### src/dwl_pkg.sv
/*
 * Shared constants for the write leveling link: mode register fields,
 * link widths, clock rate and the leveling timing figures.
 * Assumes a 20 MHz system clock shared by both ends of the link.
 */
package dwl_pkg;
    // System clock period in ns.
    localparam int CLK_NS = 50;
    // Mode register select code of the register that holds the leveling bits.
    localparam logic [1:0] MR1_SEL = 2'h1;
    // Bit positions of the leveling enable and the output buffer off bit.
    localparam int WL_BIT = 7;
    localparam int QOFF_BIT = 12;
    // Mode register address width.
    localparam int ADDR_W = 13;
    // Data bits per byte lane, lanes and ranks.
    localparam int LANE_W = 8;
    localparam int LANES = 2;
    localparam int RANKS = 2;
    // Link clock half period and period in system clock cycles.
    localparam int CK_HALF = 4;
    localparam int CK_PER = 2 * CK_HALF;
    localparam int PH_W = $clog2(CK_PER);
    // Timing figures in ns.
    localparam int T_MOD_NS = 600;
    localparam int T_MRD_NS = 200;
    localparam int T_WLDQSEN_NS = 1250;
    localparam int T_DQSL_NS = 100;
    localparam int T_WLMRD_NS = 2000;
    localparam int T_WLO_NS = 450;
    localparam int T_IS_NS = 100;
    localparam int T_AOF_NS = 400;
    // Width of the wait counters.
    localparam int CNT_W = 8;
    // Least times round up to whole cycles.
    localparam logic [7:0] T_MOD_CYC = 8'((T_MOD_NS + CLK_NS - 1) / CLK_NS);
    localparam logic [7:0] T_MRD_CYC = 8'((T_MRD_NS + CLK_NS - 1) / CLK_NS);
    localparam logic [7:0] T_WLDQSEN_CYC = 8'((T_WLDQSEN_NS + CLK_NS - 1) / CLK_NS);
    localparam logic [7:0] T_DQSL_CYC = 8'((T_DQSL_NS + CLK_NS - 1) / CLK_NS);
    localparam logic [7:0] T_WLMRD_CYC = 8'((T_WLMRD_NS + CLK_NS - 1) / CLK_NS);
    localparam logic [7:0] T_OFF_CYC = 8'((T_AOF_NS + T_IS_NS + CLK_NS - 1) / CLK_NS);
    // The feedback deadline is a longest time and rounds down.
    localparam logic [7:0] T_WLO_CYC = 8'(T_WLO_NS / CLK_NS);
endpackage

### src/dwl_link_if.sv
/*
 * Link between the leveling controller and the memory device.
 * Assumes both ends run on the same system clock.
 */
`timescale 1ns/1ps
interface dwl_link_if #(
    parameter int LANES = dwl_pkg::LANES,
    parameter int RANKS = dwl_pkg::RANKS
);
    logic ck;                                   // Link clock level.
    logic mrsStb;                               // Mode register write, else no-op.
    logic [RANKS-1:0] rankSel;                  // Ranks addressed by the write.
    logic [1:0] mrSel;                          // Mode register select.
    logic [dwl_pkg::ADDR_W-1:0] mrAddr;         // Mode register value.
    logic odt;                                  // Termination control.
    logic [LANES-1:0] dqsOut;                   // True strobe per lane.
    logic [LANES-1:0] dqsNOut;                  // Complement strobe per lane.
    logic dqsOe;                                // Controller drives the strobes.
    logic [LANES*dwl_pkg::LANE_W-1:0] dqOut;    // Data driven by the device.
    logic dqOe;                                 // Device drives the data pins.
    logic dqUndef;                              // Data pins hold no defined value.

    // Controller end.
    modport ctl (
        output ck, mrsStb, rankSel, mrSel, mrAddr, odt, dqsOut, dqsNOut, dqsOe,
        input dqOut, dqOe, dqUndef
    );
    // Memory device end.
    modport dev (
        input ck, mrsStb, rankSel, mrSel, mrAddr, odt, dqsOut, dqsNOut, dqsOe,
        output dqOut, dqOe, dqUndef
    );
endinterface

### src/dwl_ctrl_end.sv
/*
 * Controller end of write leveling: drives the link clock, mode writes,
 * termination and strobes, and sweeps each lane's strobe delay until the
 * feedback turns from low to high.
 * Assumes the device answers within the feedback deadline on the prime bits.
 */
`timescale 1ns/1ps
module dwl_ctrl_end #(
    parameter int LANES = dwl_pkg::LANES,
    parameter int RANKS = dwl_pkg::RANKS,
    parameter int RANK_W = 1
) (
    input wire logic mclk,
    input wire logic rst_n,
    dwl_link_if.ctl link,
    input wire logic start,
    input wire logic [RANK_W-1:0] targetRank,
    output logic busy,
    output logic done,
    output logic mrsReady,
    output logic [LANES-1:0][dwl_pkg::PH_W-1:0] lockDelay
);
    ////////////////////////////////////////////////////////////////////////
    // Sequence states, one-hot.
    typedef enum logic [12:0] {
        S_IDLE   = 13'h0001,
        S_OFFRK  = 13'h0002,
        S_ENTER  = 13'h0004,
        S_ODTON  = 13'h0008,
        S_DQSLO  = 13'h0010,
        S_ALIGN  = 13'h0020,
        S_PULSE  = 13'h0040,
        S_WFB    = 13'h0080,
        S_STEP   = 13'h0100,
        S_EXDQS  = 13'h0200,
        S_ODTOFF = 13'h0400,
        S_EXMRS  = 13'h0800,
        S_SPARE  = 13'h1000
    } dwl_ctl_state_type;

    dwl_ctl_state_type state_r;             // Current state.
    dwl_ctl_state_type stateNxt;            // Next state.
    logic [dwl_pkg::CNT_W-1:0] cnt_r;       // Cycles spent in the state.
    logic [dwl_pkg::CNT_W-1:0] cntNxt;      // Next count.
    logic [dwl_pkg::PH_W-1:0] phase_r;      // Link clock phase.
    logic [dwl_pkg::PH_W-1:0] phaseNxt;     // Next phase.
    logic [RANKS-1:0] tgtMask;              // One-hot target rank.
    logic [RANK_W-1:0] tgt_r;               // Rank being leveled.
    logic [LANES-1:0] locked_r;             // Lane delay is fixed.
    logic [LANES-1:0] prevFb_r;             // Feedback seen at the last pulse.
    logic [LANES-1:0] fbNow;                // Feedback on the prime bits.
    logic [LANES-1:0] hit;                  // Low-to-high seen this pulse.
    logic allLocked;                        // Every lane is fixed.
    logic entering;                         // A new state starts next cycle.
    logic [dwl_pkg::CNT_W-1:0] dqsWait;     // Strobe low plus strobe delay.

    // While idle the mask follows the request, so the first write already
    // spares the rank that is about to be leveled.
    assign tgtMask = RANKS'(1) << ((state_r == S_IDLE) ? targetRank : tgt_r);
    assign entering = (stateNxt != state_r);
    assign cntNxt = entering ? '0 : cnt_r + 1'b1;
    assign phaseNxt = phase_r + 1'b1;
    assign dqsWait = dwl_pkg::T_DQSL_CYC + dwl_pkg::T_WLMRD_CYC;
    assign allLocked = &(locked_r | hit);
    assign busy = (state_r != S_IDLE);

    ////////////////////////////////////////////////////////////////////////
    // Next state; between mode writes the command lines idle as no-ops.
    always_comb
    begin
        stateNxt = state_r;
        case (state_r)
            S_IDLE:   if (start) stateNxt = S_OFFRK;
            S_OFFRK:  if (cnt_r == dwl_pkg::T_MRD_CYC) stateNxt = S_ENTER;
            S_ENTER:  if (cnt_r == dwl_pkg::T_MOD_CYC) stateNxt = S_ODTON;
            S_ODTON:  if (cnt_r == dwl_pkg::T_WLDQSEN_CYC) stateNxt = S_DQSLO;
            S_DQSLO:  if (cnt_r == dqsWait) stateNxt = S_ALIGN;
            S_ALIGN:  if (phase_r == dwl_pkg::PH_W'(dwl_pkg::CK_PER - 1)) stateNxt = S_PULSE;
            S_PULSE:
            begin
                if (cnt_r == dwl_pkg::CNT_W'(dwl_pkg::CK_PER - 1))
                begin
                    stateNxt = S_WFB;
                end
            end
            S_WFB:    if (cnt_r == dwl_pkg::T_WLO_CYC) stateNxt = S_STEP;
            S_STEP:   stateNxt = allLocked ? S_EXDQS : S_DQSLO;
            S_EXDQS:  stateNxt = S_ODTOFF;
            S_ODTOFF: if (cnt_r == dwl_pkg::T_OFF_CYC) stateNxt = S_EXMRS;
            S_EXMRS:  if (cnt_r == dwl_pkg::T_MOD_CYC) stateNxt = S_IDLE;
            default:  stateNxt = S_IDLE;
        endcase
    end

    // State and wait counter.
    always_ff @(posedge mclk or negedge rst_n)
    begin
        if (!rst_n)
        begin
            state_r <= S_IDLE;
            cnt_r <= '0;
        end
        else
        begin
            state_r <= stateNxt;
            cnt_r <= cntNxt;
        end
    end

    // Target rank is caught at start.
    always_ff @(posedge mclk or negedge rst_n)
    begin
        if (!rst_n)
        begin
            tgt_r <= '0;
        end
        else if (state_r == S_IDLE && start)
        begin
            tgt_r <= targetRank;
        end
    end

    ////////////////////////////////////////////////////////////////////////
    // Free running link clock from the phase divider.
    always_ff @(posedge mclk or negedge rst_n)
    begin
        if (!rst_n)
        begin
            phase_r <= '0;
            link.ck <= 1'b1;
        end
        else
        begin
            phase_r <= phaseNxt;
            link.ck <= (phaseNxt < dwl_pkg::PH_W'(dwl_pkg::CK_HALF));
        end
    end

    ////////////////////////////////////////////////////////////////////////
    // Mode writes, one cycle at the start of each writing state.
    always_ff @(posedge mclk or negedge rst_n)
    begin
        if (!rst_n)
        begin
            link.mrsStb <= 1'b0;
            link.rankSel <= '0;
            link.mrSel <= '0;
            link.mrAddr <= '0;
        end
        else
        begin
            link.mrsStb <= entering && (stateNxt inside {S_OFFRK, S_ENTER, S_EXMRS});
            link.mrSel <= dwl_pkg::MR1_SEL;
            link.mrAddr <= '0;
            link.rankSel <= tgtMask;
            if (stateNxt == S_OFFRK)
            begin
                // Other ranks get their outputs switched off.
                link.rankSel <= ~tgtMask;
                link.mrAddr[dwl_pkg::QOFF_BIT] <= 1'b1;
            end
            else if (stateNxt == S_ENTER)
            begin
                // Output buffer stays on, so termination is left at its nominal value.
                link.mrAddr[dwl_pkg::WL_BIT] <= 1'b1;
            end
        end
    end

    // Termination and strobe enable follow the sequence.
    always_ff @(posedge mclk or negedge rst_n)
    begin
        if (!rst_n)
        begin
            link.odt <= 1'b0;
            link.dqsOe <= 1'b0;
        end
        else
        begin
            link.odt <= (stateNxt inside {S_ODTON, S_DQSLO, S_ALIGN, S_PULSE, S_WFB,
                S_STEP, S_EXDQS});
            link.dqsOe <= (stateNxt inside {S_DQSLO, S_ALIGN, S_PULSE, S_WFB,
                S_STEP});
        end
    end

    ////////////////////////////////////////////////////////////////////////
    // Per lane strobe, feedback check and delay sweep.
    genvar l;
    generate
        for (l = 0; l < LANES; l++)
        begin : g_lane
            assign fbNow[l] = link.dqOut[l*dwl_pkg::LANE_W];
            assign hit[l] = !locked_r[l] && !prevFb_r[l] && fbNow[l];

            // One rising edge per pulse, at the lane's delay from clock rise.
            always_ff @(posedge mclk or negedge rst_n)
            begin
                if (!rst_n)
                begin
                    link.dqsOut[l] <= 1'b0;
                    link.dqsNOut[l] <= 1'b1;
                end
                else
                begin
                    link.dqsOut[l] <= (stateNxt == S_PULSE)
                        && (cntNxt >= dwl_pkg::CNT_W'(lockDelay[l]));
                    link.dqsNOut[l] <= !((stateNxt == S_PULSE)
                        && (cntNxt >= dwl_pkg::CNT_W'(lockDelay[l])));
                end
            end

            // Step the delay until feedback turns from low to high.
            always_ff @(posedge mclk or negedge rst_n)
            begin
                if (!rst_n)
                begin
                    lockDelay[l] <= '0;
                    locked_r[l] <= 1'b0;
                    prevFb_r[l] <= 1'b1;
                end
                else if (state_r == S_IDLE && start)
                begin
                    lockDelay[l] <= '0;
                    locked_r[l] <= 1'b0;
                    prevFb_r[l] <= 1'b1;
                end
                else if (state_r == S_STEP && !locked_r[l])
                begin
                    prevFb_r[l] <= fbNow[l];
                    if (hit[l])
                    begin
                        locked_r[l] <= 1'b1;
                    end
                    else
                    begin
                        lockDelay[l] <= lockDelay[l] + 1'b1;
                    end
                end
            end
        end
    endgenerate

    ////////////////////////////////////////////////////////////////////////
    // Exit status: register writes allowed after the short delay, done after the long one.
    always_ff @(posedge mclk or negedge rst_n)
    begin
        if (!rst_n)
        begin
            mrsReady <= 1'b0;
            done <= 1'b0;
        end
        else
        begin
            mrsReady <= (stateNxt == S_EXMRS) && (cntNxt >= dwl_pkg::T_MRD_CYC);
            done <= (state_r == S_EXMRS) && (stateNxt == S_IDLE);
        end
    end
endmodule

### src/flat_wrapper.sv
// flat-port wrapper written by rule: the top's interface ports become plain ports
module dwl_ctrl_end_flat 
#(
    parameter int LANES = dwl_pkg::LANES,
    parameter int RANKS = dwl_pkg::RANKS,
    parameter int RANK_W = 1
)
  (mclk, rst_n, start, targetRank, busy, done, mrsReady, lockDelay, link_ck, link_mrsStb, link_rankSel, link_mrSel, link_mrAddr, link_odt, link_dqsOut, link_dqsNOut, link_dqsOe, link_dqOut, link_dqOe, link_dqUndef);
  dwl_link_if #(.LANES(LANES), .RANKS(RANKS)) link_i ();
  input wire logic mclk;
  input wire logic rst_n;
  input wire logic start;
  input wire logic [RANK_W-1:0] targetRank;
  output logic busy;
  output logic done;
  output logic mrsReady;
  output logic [LANES-1:0][dwl_pkg::PH_W-1:0] lockDelay;
  output wire logic [$bits(link_i.ck)-1:0] link_ck;
  output wire logic [$bits(link_i.mrsStb)-1:0] link_mrsStb;
  output wire logic [$bits(link_i.rankSel)-1:0] link_rankSel;
  output wire logic [$bits(link_i.mrSel)-1:0] link_mrSel;
  output wire logic [$bits(link_i.mrAddr)-1:0] link_mrAddr;
  output wire logic [$bits(link_i.odt)-1:0] link_odt;
  output wire logic [$bits(link_i.dqsOut)-1:0] link_dqsOut;
  output wire logic [$bits(link_i.dqsNOut)-1:0] link_dqsNOut;
  output wire logic [$bits(link_i.dqsOe)-1:0] link_dqsOe;
  input wire logic [$bits(link_i.dqOut)-1:0] link_dqOut;
  input wire logic [$bits(link_i.dqOe)-1:0] link_dqOe;
  input wire logic [$bits(link_i.dqUndef)-1:0] link_dqUndef;
  assign link_ck = link_i.ck;
  assign link_mrsStb = link_i.mrsStb;
  assign link_rankSel = link_i.rankSel;
  assign link_mrSel = link_i.mrSel;
  assign link_mrAddr = link_i.mrAddr;
  assign link_odt = link_i.odt;
  assign link_dqsOut = link_i.dqsOut;
  assign link_dqsNOut = link_i.dqsNOut;
  assign link_dqsOe = link_i.dqsOe;
  assign link_i.dqOut = link_dqOut;
  assign link_i.dqOe = link_dqOe;
  assign link_i.dqUndef = link_dqUndef;
  dwl_ctrl_end #(.LANES(LANES), .RANKS(RANKS), .RANK_W(RANK_W)) u_core (.mclk(mclk), .rst_n(rst_n), .link(link_i), .start(start), .targetRank(targetRank), .busy(busy), .done(done), .mrsReady(mrsReady), .lockDelay(lockDelay));
endmodule
### config.mk
export PLATFORM = sky130hd
export DESIGN_NAME = dwl_ctrl_end_flat
export DESIGN_NICKNAME = d
export VERILOG_FILES = /design/src/dwl_pkg.sv /design/src/dwl_link_if.sv /design/src/dwl_ctrl_end.sv /design/src/flat_wrapper.sv
export SDC_FILE = /design/constraint.sdc
export NUM_CORES = 1
export LEC_CHECK = 0
export ABC_AREA = 1
export BUFFER_PORTS_ARGS = -buffer_cell sky130_fd_sc_hd__buf_2
export CAP_MARGIN = 5
export CORE_UTILIZATION = 41
export DETAILED_ROUTE_END_ITERATION = 8
export PLACE_DENSITY_LB_ADDON = 0.2
export SLEW_MARGIN = 20
export SYNTH_ARGS = -nofsm -noshare
export SYNTH_HDL_FRONTEND = slang
export SYNTH_SLANG_ARGS = --single-unit
### constraint.sdc
create_clock -name mclk -period 3.5 [get_ports mclk]
set_input_delay 0.7 -clock mclk [delete_from_list [all_inputs] [get_ports mclk]]
set_output_delay 0.7 -clock mclk [all_outputs]
set_load 0.01 [all_outputs]
==> flow_summary.yaml, run 1 <==
global_route:
  grt_overflow: 0
  antenna_found_initial: 0
  grt_usage: 0.1808
  first_pass_grt_wire_length_mm: 10.54
  grt_max_degree: 30
  vias_in_the_first_global_route: 2308
timing:
  fin_skew_ps: 2.653
  finalHoldViolations: 0
  final_cycle_share: 0.8898
  maxSlewViolCount: 0
  timing.slew.headroom: 0.6590
  report.final.setup_viol: 0
  fmax_mhz: 321.1
  rsz0062_at_grt: "no"
  worst_hold_margin_ps: 357.3
  tightest_slew_ps: 511.5
  setup-tns-final_ps: 0
  clock_period_minus_final_worst_setup_slack_ps: 3114
clock_network:
  clock-root-buffer: "sky130_fd_sc_hd__clkbuf_8"
  cts_inserted_buffers: 5
  clock_sinks: 50
  clockBufferDepth: 2
  clkLatencyLatePin_ps: 300
  cts_htree_levels: 2
  clkTransAtPathRegs_ps: 90
  tritoncts: "built"
critical_path:
  r2r_cells: 20
  timing.critical_path.mode_cell: "sky130_fd_sc_hd__nand2_1"
  criticalPathCategory: "reg2reg"
  cp.required_ps: 3700
  cpMaxStageDelayCell: "sky130_fd_sc_hd__dfstp_2"
  critical_path.cell_chain: "nor2_2, nand2_2, nor2_4, nand2_4, inv_2, nand2_1, nand4_1, o21ai_1, nand3_1, inv_2, nand2_2, nor2_2, inv_1, ha_1, o21ai_0, nand2_1, a21oi_1, nand2_1, nor2_1, nor2_1"
  timing.critical_path.arrival_ps: 3310
  critPathMaxFanout: 9
  critical_path_max_stage_delay_ps: 560
  critPathCaptureType: "flip-flop"
  setup.worst_path.start_class: "flip-flop"
flow_run:
  timing.max_cap.violations: 0
synthesis:
  async_reset_ff_frac: 1.000
  postSynth.topFlopCell: "sky130_fd_sc_hd__dfrtp_1"
  syn_avg_cell_area_sq_um: 7.879
  synth_top_family_by_area: "simple AND/OR/NAND/NOR gates"
  number_of_enable_flip_flop_cells_after_synthesis: 0
  yosys.area_share.xor_xnor: 0.02359
  synth_area_leader_cell: "sky130_fd_sc_hd__dfrtp_1"
  yosys-top-cells-count: "64 x sky130_fd_sc_hd__nand2_1, 61 x sky130_fd_sc_hd__inv_1, 57 x sky130_fd_sc_hd__nor2_1"
  yosys-top-cells-area: "sky130_fd_sc_hd__dfrtp_1 37%, sky130_fd_sc_hd__nand2_1 8.1%, sky130_fd_sc_hd__inv_1 7.7%"
  yosys.cell_count.top_type: "sky130_fd_sc_hd__nand2_1"
  syn-instance-count: 377
  post_synth_instance_area_sq_um: 2970
  synth_compound_gate_area_share: 0.09099
  yosys_register_bits: 50
  post_synth_and_or_nand_nor_area_fraction: 0.2780
  yosysSeqAreaShare: 0.4238
  yosys.area_share.adder: 0.05897
  fraction_of_synthesized_area_in_multiplexers: 0
  synthesis.yosys.warnings: 0
  netlist-cell-type-count: 40
  portion_of_synthesized_cell_area_occupied_by_the_leading_cell_type: 0.3707
cells_and_area:
  layout.cells.non_filler: 508
  diodes: 0
  finish.net_count: 447
  drive_above_1_share: 0.1869
  area.growth.synth_to_final_pct: 10.83
  stdcell_area_sq_um: 3292
  postLayoutCoreUtil: 0.4766
placement:
  io_buffer_count: 27
  globalplace.congestion: 0.8882
  post-place-cells: 500
  placed_inst_area_sq_um: 3186
  hpwlAfterDp_mm: 4.670
run_status:
  run_status: "finished, final reports clean"
routing:
  avgRoutedWirePerCell_um: 11.70
  postRouteAntennaNets: 0
  drt-vias-per-instance: 4.736
  routed-via-count: 2406
  detail_route.iter0.violations: 73
  drc: 0
  finalWirelength_mm: 5.946
  firstDrtPassIters: 4
floorplan:
  design.core.area_sq_um: 6907
  initial_core_util: 0.4301
  boundaryPins: 56
  die-height_um: 87.12
  num_rows: 30
  die_area_sq_um: 7589
  die_width_um: 87.12
power:
  static-leakage-power_nw: 1.842
  powerDensity_nw_per_um2: 339.4
  vdd_drop_max_mv: 0.2010
min_path:
  timing.hold.worst.class: "in2async"
==> timing repair <==
action	4_1_cts	5_1_grt
setup endpoints to repair	0	3
resized for setup	0	4
hold buffers	0	0
buffers inserted	0	0
hold endpoints to repair	0	0
==> path summary, 6_finish.rpt <==
kind	startpoint	end	slack, ps
setup / recovery	u_core.state_r[0]	u_core.link.dqsOut[1]	390
hold / removal	rst_n	u_core.link.rankSel[1]	360
setup reg to reg	u_core.state_r[0]	u_core.link.dqsOut[1]	390
hold reg to reg	u_core.phase_r[0]	u_core.phase_r[0]	430
max in group asynchronous	rst_n	u_core.prevFb_r[1]	2340
min in group mclk	u_core.phase_r[0]	u_core.phase_r[0]	430
==> kinds of logic (layout without fill, tap and decap cells) <==
kind of cell | after synthesis | in the layout
AOI/OAI and AO/OA | 43 | 43
xor gates and xnor gates | 8 | 8
adders and majority gates | 14 | 14
buffers and inverters | 84 | 107
DFF | 50 | 50
other | 2 | 14
and+or+nand+nor | 176 | 176
==> flip-flops by register name (all words and copies together) (netlist names), 2 cells and up <==
signal,cells
u_core.cnt_r,8
u_core.link.dqsNOut,2
u_core.link.dqsOut,2
u_core.link.mrAddr,2
u_core.link.rankSel,2
u_core.lockDelay,6
u_core.locked_r,2
u_core.phase_r,3
u_core.prevFb_r,2
u_core.state_r,13
==> critical path: cells and delay by family, from the launching register on <==
| kind | cells | cell delay (ps) |
|---|---|---|
| flops | 1 | 560 |
| buf+inv | 3 | 290 |
| fa+ha+maj | 1 | 260 |
| simple gates | 13 | 1390 |
| compound gates | 3 | 490 |
==> routing by layer <==
metal / wire length, um / GRT usage
met1: 2814 / 0.2350
met5: 0 / 0
met2: 2777 / 0.2999
met4: 159 / 0.07303
met3: 195 / 0.03128
==> final cells by class <==
cell class	instances	area, sq um
Fill cell	728	3615
Multi-Input combinational cell	255	1409
Sequential cell	50	1259
Inverter	70	262.8
Timing Repair Buffer	29	150.1
Tap cell	96	120.1
Clock buffer	7	86.33
Clock inverter	1	5.005
==> cells in the final DEF, fill, tap and decap left out, types with 3 or more instances in the layout <==
cell	instances
sky130_fd_sc_hd__nand2_1	64
sky130_fd_sc_hd__inv_1	61
sky130_fd_sc_hd__nor2_1	55
sky130_fd_sc_hd__dfrtp_1	44
sky130_fd_sc_hd__buf_2	27
sky130_fd_sc_hd__nand3_1	22
sky130_fd_sc_hd__ha_1	14
sky130_fd_sc_hd__conb_1	14
sky130_fd_sc_hd__o21ai_0	13
sky130_fd_sc_hd__nand2_2	8
sky130_fd_sc_hd__inv_2	8
sky130_fd_sc_hd__a21oi_1	8
sky130_fd_sc_hd__nor2_2	7
sky130_fd_sc_hd__xor2_1	7
sky130_fd_sc_hd__o21ai_1	6
sky130_fd_sc_hd__nand4_1	6
sky130_fd_sc_hd__clkbuf_8	6
sky130_fd_sc_hd__dfstp_2	6
sky130_fd_sc_hd__o211ai_1	4
sky130_fd_sc_hd__nor3_1	3
sky130_fd_sc_hd__a211oi_1	3
==> power breakdown <==
part	leakage, nW	switching, mW	total, mW	internal, mW
Sequential	0.660	0.0105	0.610	0.599
Clock	0.0482	0.185	0.345	0.160
Combinational	1.13	0.108	0.163	0.0543
==> stage by stage <==
stage / power, mW / setup slack (ps)
3_3_place_gp: 0.7822 / 221.4
6_report: 1.117 / 385.8
5_1_grt: 1.188 / 45.13
4_1_cts: 1.134 / 248.2
3_5_place_dp: 0.7853 / 161.4
2_1_floorplan: 0.7431 / 741.5
Note: power is estimated with default switching activity, not from simulation.
==> inputs of run 2 (changes only) <==
GPL_TIMING_DRIVEN = 0   (was default)
==> flow_summary.yaml, run 2 (synthesis gave the netlist of run 1 again) <==
timing:
  final_cycle_share: 0.8999
  timing.slew.headroom: 0.5781
  fin_skew_ps: 12.26
  finalHoldViolations: 0
  clock_period_minus_final_worst_setup_slack_ps: 3150
  maxSlewViolCount: 0
  fmax_mhz: 317.5
  rsz0062_at_grt: "no"
  report.final.setup_viol: 0
  setup-tns-final_ps: 0
  tightest_slew_ps: 632.8
clock_network:
  clkTransAtPathRegs_ps: 90
  clockBufferDepth: 2
  cts_htree_levels: 2
  cts_inserted_buffers: 5
  postCtsHoldBufs: 0
  clkLatencyLatePin_ps: 300
  clock_sinks: 50
  clock-root-buffer: "sky130_fd_sc_hd__clkbuf_8"
  tritoncts: "built"
critical_path:
  timing.critical_path.arrival_ps: 3350
  origin_of_the_critical_flop_to_flop_path: "u_core.state_r[0]"
  r2r_cells: 20
  critPathCaptureType: "flip-flop"
  worst-path-buf-inv: 3
  critical_path.cell_chain: "nor2_2, nand2_2, nor2_4, nand2_4, inv_2, nand2_1, nand4_1, o21ai_1, nand3_1, inv_2, nand2_2, nor2_1, inv_1, ha_1, o21ai_0, nand2_1, a21oi_1, nand2_1, nor2_1, nor2_1"
  cp.required_ps: 3700
  criticalPathCategory: "reg2reg"
  setup.reg_to_reg.worst_slack_ps: 350
  setup.worst_path.start_class: "flip-flop"
  critical-path-top-delay-family: "simple AND/OR/NAND/NOR gates"
  critPathMaxFanout: 9
  cpMaxStageDelayCell: "sky130_fd_sc_hd__dfstp_2"
  r2r_end: "u_core.link.dqsOut[0]"
  critical_path_max_stage_delay_ps: 570
floorplan:
  die_width_um: 87.12
  num_rows: 30
  boundaryPins: 56
  initial_core_util: 0.4301
  die-height_um: 87.12
  design.core.area_sq_um: 6907
  die_area_sq_um: 7589
global_route:
  first_pass_grt_wire_length_mm: 10.12
  grt_usage: 0.1733
  grt_overflow: 0
  antenna_found_initial: 0
  grt_max_degree: 51
  vias_in_the_first_global_route: 2209
power:
  powerDensity_nw_per_um2: 337.6
  vdd_drop_max_mv: 0.1608
  static-leakage-power_nw: 1.909
cells_and_area:
  largest_registers: "u_core.state_r x13, u_core.cnt_r x8, u_core.lockDelay x6"
  diodes: 0
  postLayoutCoreUtil: 0.4902
  finish.net_count: 460
  fillers: 703
  final_cell_mix: "62 x sky130_fd_sc_hd__nand2_1, 61 x sky130_fd_sc_hd__inv_1, 57 x sky130_fd_sc_hd__nor2_1, 43 x sky130_fd_sc_hd__dfrtp_1, 27 x sky130_fd_sc_hd__buf_2"
  regArea_sq_um: 1260
  multi_input_gate_area_sq_um: 1399
  largest_reg_flops: 13
  drive_above_1_share: 0.2141
  area.growth.synth_to_final_pct: 13.98
  registers.top_by_ff_count: "u_core.state_r"
  layout_commonest_cell: "sky130_fd_sc_hd__nand2_1"
routing:
  avgRoutedWirePerCell_um: 11.52
  firstDrtPassIters: 4
  postRouteAntennaNets: 0
  drc: 0
  routed-via-count: 2339
  detail_route.iter0.violations: 116
  drt-vias-per-instance: 4.489
  finalWirelength_mm: 6.004
flow_run:
  timing.max_cap.violations: 0
placement:
  globalplace.congestion: 0.8430
  io_buffer_count: 27
  hpwlAfterDp_mm: 4.680
run_status:
  run_status: "finished, final reports clean"
min_path:
  timing.hold.worst.class: "in2async"
-- run 2: cell count changes in the layout (fill, tap and decap cells not counted), moves of 2 or more --
cell,previous run,this run
sky130_fd_sc_hd__nand2_1,64,62
sky130_fd_sc_hd__buf_4,2,14
sky130_fd_sc_hd__nor2_1,55,57
sky130_fd_sc_hd__nand2_2,8,10
-- run 2: worst max-delay path by stage --
stage	from	end	slack [ps]	depth (start not counted)
2_1_floorplan	link_dqOut[0]	u_core.link.dqsOut[0]	740	18
3_3_place_gp	link_dqOut[0]	u_core.link.dqsOut[1]	210	19
3_5_place_dp	link_dqOut[8]	u_core.link.dqsOut[0]	220	19
4_1_cts	u_core.cnt_r[7]	u_core.link.dqsOut[0]	290	19
5_1_grt	u_core.state_r[5]	u_core.link.dqsNOut[1]	5	20
6_report	u_core.state_r[0]	u_core.link.dqsOut[0]	350	20
-- run 2: area by class of cell --
cell class,instances,share of cell area
timing repair buffer,28,0.04287
multi-input combinational,255,0.4132
clock inverter,2,0.004804
clock buffer,6,0.02439
buffer,14,0.02956
inverter,70,0.07761
tap,96,0.03548
sequential,50,0.3721
-- run 2: metrics by stage --
stage	setup WS, ps	hold slack, ps	std cells	cell area [sq um]	total power [mW]
global placement	208.4	411.5	512	3271	0.7906
finish	350.3	407.4	521	3386	1.143
detailed placement	223.3	416.0	512	3273	0.7946
CTS	293.0	430.0	520	3372	1.155
global route	5.364	467.5	521	3386	1.203
floorplan	741.5	400.6	389	3015	0.7431
-- run 2: what timing repair did --
| action | CTS | global route |
|---|---|---|
| resized for setup | 0 | 3 |
| setup buffers | 0 | 1 |
| hold endpoints to repair | 0 | 0 |
| endpoints found under the setup margin | 0 | 2 |
-- run 2: metal layers --
metal / vias to the layer above / GRT usage / part of all wire
li1: 1251 / - / -
met1: 1039 / 0.2291 / 0.48
met2: 43 / 0.2942 / 0.46
met3: 6 / 0.02559 / 0.044
met4: 0 / 0.05365 / 0.014
met5: - / 0 / 0
-- run 2: where the power goes --
part           switching (mW)  internal, mW  total, mW
Combinational           0.110        0.0618      0.172
Sequential             0.0110         0.599      0.610
Clock                   0.198         0.163      0.361
==> inputs of run 3 (changes only) <==
clock period = 4 ns   (was 3.5 ns; I/O delays follow)
==> flow_summary.yaml, run 3 (synthesis gave the netlist of run 1 again) <==
timing:
  finalHoldViolations: 0
  layout_setup_ws_ps: 839.6
  worst_hold_margin_ps: 425.3
  clock_period_minus_final_worst_setup_slack_ps: 3160
  fmax_mhz: 316.4
  fin_skew_ps: 11.59
  rsz0062_at_grt: "no"
  report.final.setup_viol: 0
  maxSlewViolCount: 0
  final_cycle_share: 0.7901
  setup-tns-final_ps: 0
  timing.slew.headroom: 0.5770
  tightest_slew_ps: 634.5
critical_path:
  critPathMaxFanout: 7
  worstSetupStartpoint: "u_core.cnt_r[7]"
  cp.required_ps: 4200
  criticalPathCategory: "reg2reg"
  critical-path-top-delay-family: "simple AND/OR/NAND/NOR gates"
  timing.critical_path.arrival_ps: 3360
  setup.worst_path.start_class: "flip-flop"
  timing.critical_path.mode_cell: "sky130_fd_sc_hd__nor2_1"
  critical_path_max_stage_delay_ps: 390
  critical_path.cell_chain: "nor2_1, nand3_1, nor3b_1, o21bai_1, nand3_1, nand2_1, nor2_1, nand2_1, nor2_8, nand2_2, nor2_1, inv_1, ha_1, o21ai_0, nand2_1, a21oi_1, nand2_1, nor2_1, nor2_1"
  origin_of_the_critical_flop_to_flop_path: "u_core.cnt_r[7]"
  critPathCaptureType: "flip-flop"
  cpMaxStageDelayCell: "sky130_fd_sc_hd__dfrtp_1"
  worst-path-buf-inv: 1
clock_network:
  clock_sinks: 50
  post_cts_setup_driven_buffer_insertion_count: 0
  clkLatencyLatePin_ps: 300
  tritoncts: "built"
  postCtsResizedCells: 0
  postCtsHoldBufs: 0
  cts_htree_levels: 2
  clockBufferDepth: 2
  cts_inserted_buffers: 5
  clock-root-buffer: "sky130_fd_sc_hd__clkbuf_8"
  clkTransAtPathRegs_ps: 100
power:
  total_switching_power_mw: 0.2778
  p_int_mw: 0.7204
  p_seq_frac: 0.535
  static-leakage-power_nw: 1.906
  power_switching_share: 0.2783
  power.share.combinational: 0.150
  vdd_drop_max_mv: 0.1407
  power.clock.fraction: 0.315
  powerDensity_nw_per_um2: 296.0
global_route:
  grt_max_degree: 51
  antenna_found_initial: 0
  grt_overflow: 0
  first_pass_grt_wire_length_mm: 10.12
  vias_in_the_first_global_route: 2209
  grt_usage: 0.1733
floorplan:
  die-height_um: 87.12
  initial_core_util: 0.4301
  boundaryPins: 56
  design.core.area_sq_um: 6907
  die_area_sq_um: 7589
  num_rows: 30
  die_width_um: 87.12
cells_and_area:
  registers.top_by_ff_count: "u_core.state_r"
  diodes: 0
  largest_reg_flops: 13
  stdcell_area_sq_um: 3372
  area.growth.synth_to_final_pct: 13.52
  fillers: 704
  drive_above_1_share: 0.2052
  layout_commonest_cell: "sky130_fd_sc_hd__nand2_1"
  finish.net_count: 459
  final_cell_mix: "64 x sky130_fd_sc_hd__nand2_1, 61 x sky130_fd_sc_hd__inv_1, 57 x sky130_fd_sc_hd__nor2_1, 44 x sky130_fd_sc_hd__dfrtp_1, 27 x sky130_fd_sc_hd__buf_2"
  largest_registers: "u_core.state_r x13, u_core.cnt_r x8, u_core.lockDelay x6"
min_path:
  timing.hold.worst.class: "reg2reg"
  hold_path.startpoint: "u_core.phase_r[0]"
placement:
  placed_inst_area_sq_um: 3273
  pre_cts_ws_ps: 623.3
  globalplace.congestion: 0.8430
  io_buffer_count: 27
  hpwlAfterDp_mm: 4.680
routing:
  drt-vias-per-instance: 4.523
  routed-via-count: 2352
  finalWirelength_mm: 6.030
  detail_route.iter0.violations: 125
  drc: 0
  postRouteAntennaNets: 0
  firstDrtPassIters: 4
  avgRoutedWirePerCell_um: 11.60
run_status:
  run_status: "finished, final reports clean"
flow_run:
  timing.max_cap.violations: 0
## run 3: cell count changes in the layout (fill, tap and decap cells not counted)
| cell | previous run | this run |
|---|---|---|
| sky130_fd_sc_hd__buf_4 | 14 | 13 |
| sky130_fd_sc_hd__dfrtp_1 | 43 | 44 |
| sky130_fd_sc_hd__dfrtp_2 | 1 | 0 |
| sky130_fd_sc_hd__nand2_1 | 62 | 64 |
| sky130_fd_sc_hd__nand2_2 | 10 | 8 |
## run 3: metrics by stage
stage | power, mW | util | std cells
floorplan | 0.6502 | - | 389
global placement | 0.6918 | 0.4736 | 512
detailed placement | 0.6952 | 0.4739 | 512
CTS | 1.011 | 0.4882 | 520
global route | 1.052 | 0.4882 | 520
finish | 0.9982 | 0.4882 | 520
## run 3: layout make-up
cell class,count,area (sq um),area share
inverters,70,262.8,0.07792
plain buffers,14,100.1,0.02968
multi-input cells,255,1394,0.4134
clock buffers,6,82.58,0.02449
repair buffers,27,137.6,0.04082
clock inverters,2,16.27,0.004824
flip-flops and latches,50,1259,0.3733
well taps,96,120.1,0.03562
## run 3: per-layer routing
metal  GRT usage  wire length, um
met3     0.02559              226
met1      0.2291             2940
met5           0                0
met4     0.05365               86
met2      0.2942             2777
## run 3: worst paths after layout
check                           slack (ps)  depth (start not counted)                endpoint
worst max-delay path                   840                         19   u_core.link.dqsOut[0]
worst min-delay path                   430                          1       u_core.phase_r[0]
worst max register to register         840                         19   u_core.link.dqsOut[0]
worst min register to register         430                          1       u_core.phase_r[0]
max in group asynchronous             3050                          1       u_core.state_r[3]
min in group asynchronous              510                          1  u_core.link.rankSel[1]
## run 3: power groups by stage
stage | Sequential, mW | Combinational [mW] | Clock [mW]
after floorplan | 0.548 | 0.102 | 0
after global placement | 0.543 | 0.149 | 0
after detailed placement | 0.544 | 0.151 | 0
after CTS | 0.534 | 0.152 | 0.325
after global routing | 0.536 | 0.172 | 0.344
final | 0.534 | 0.150 | 0.314
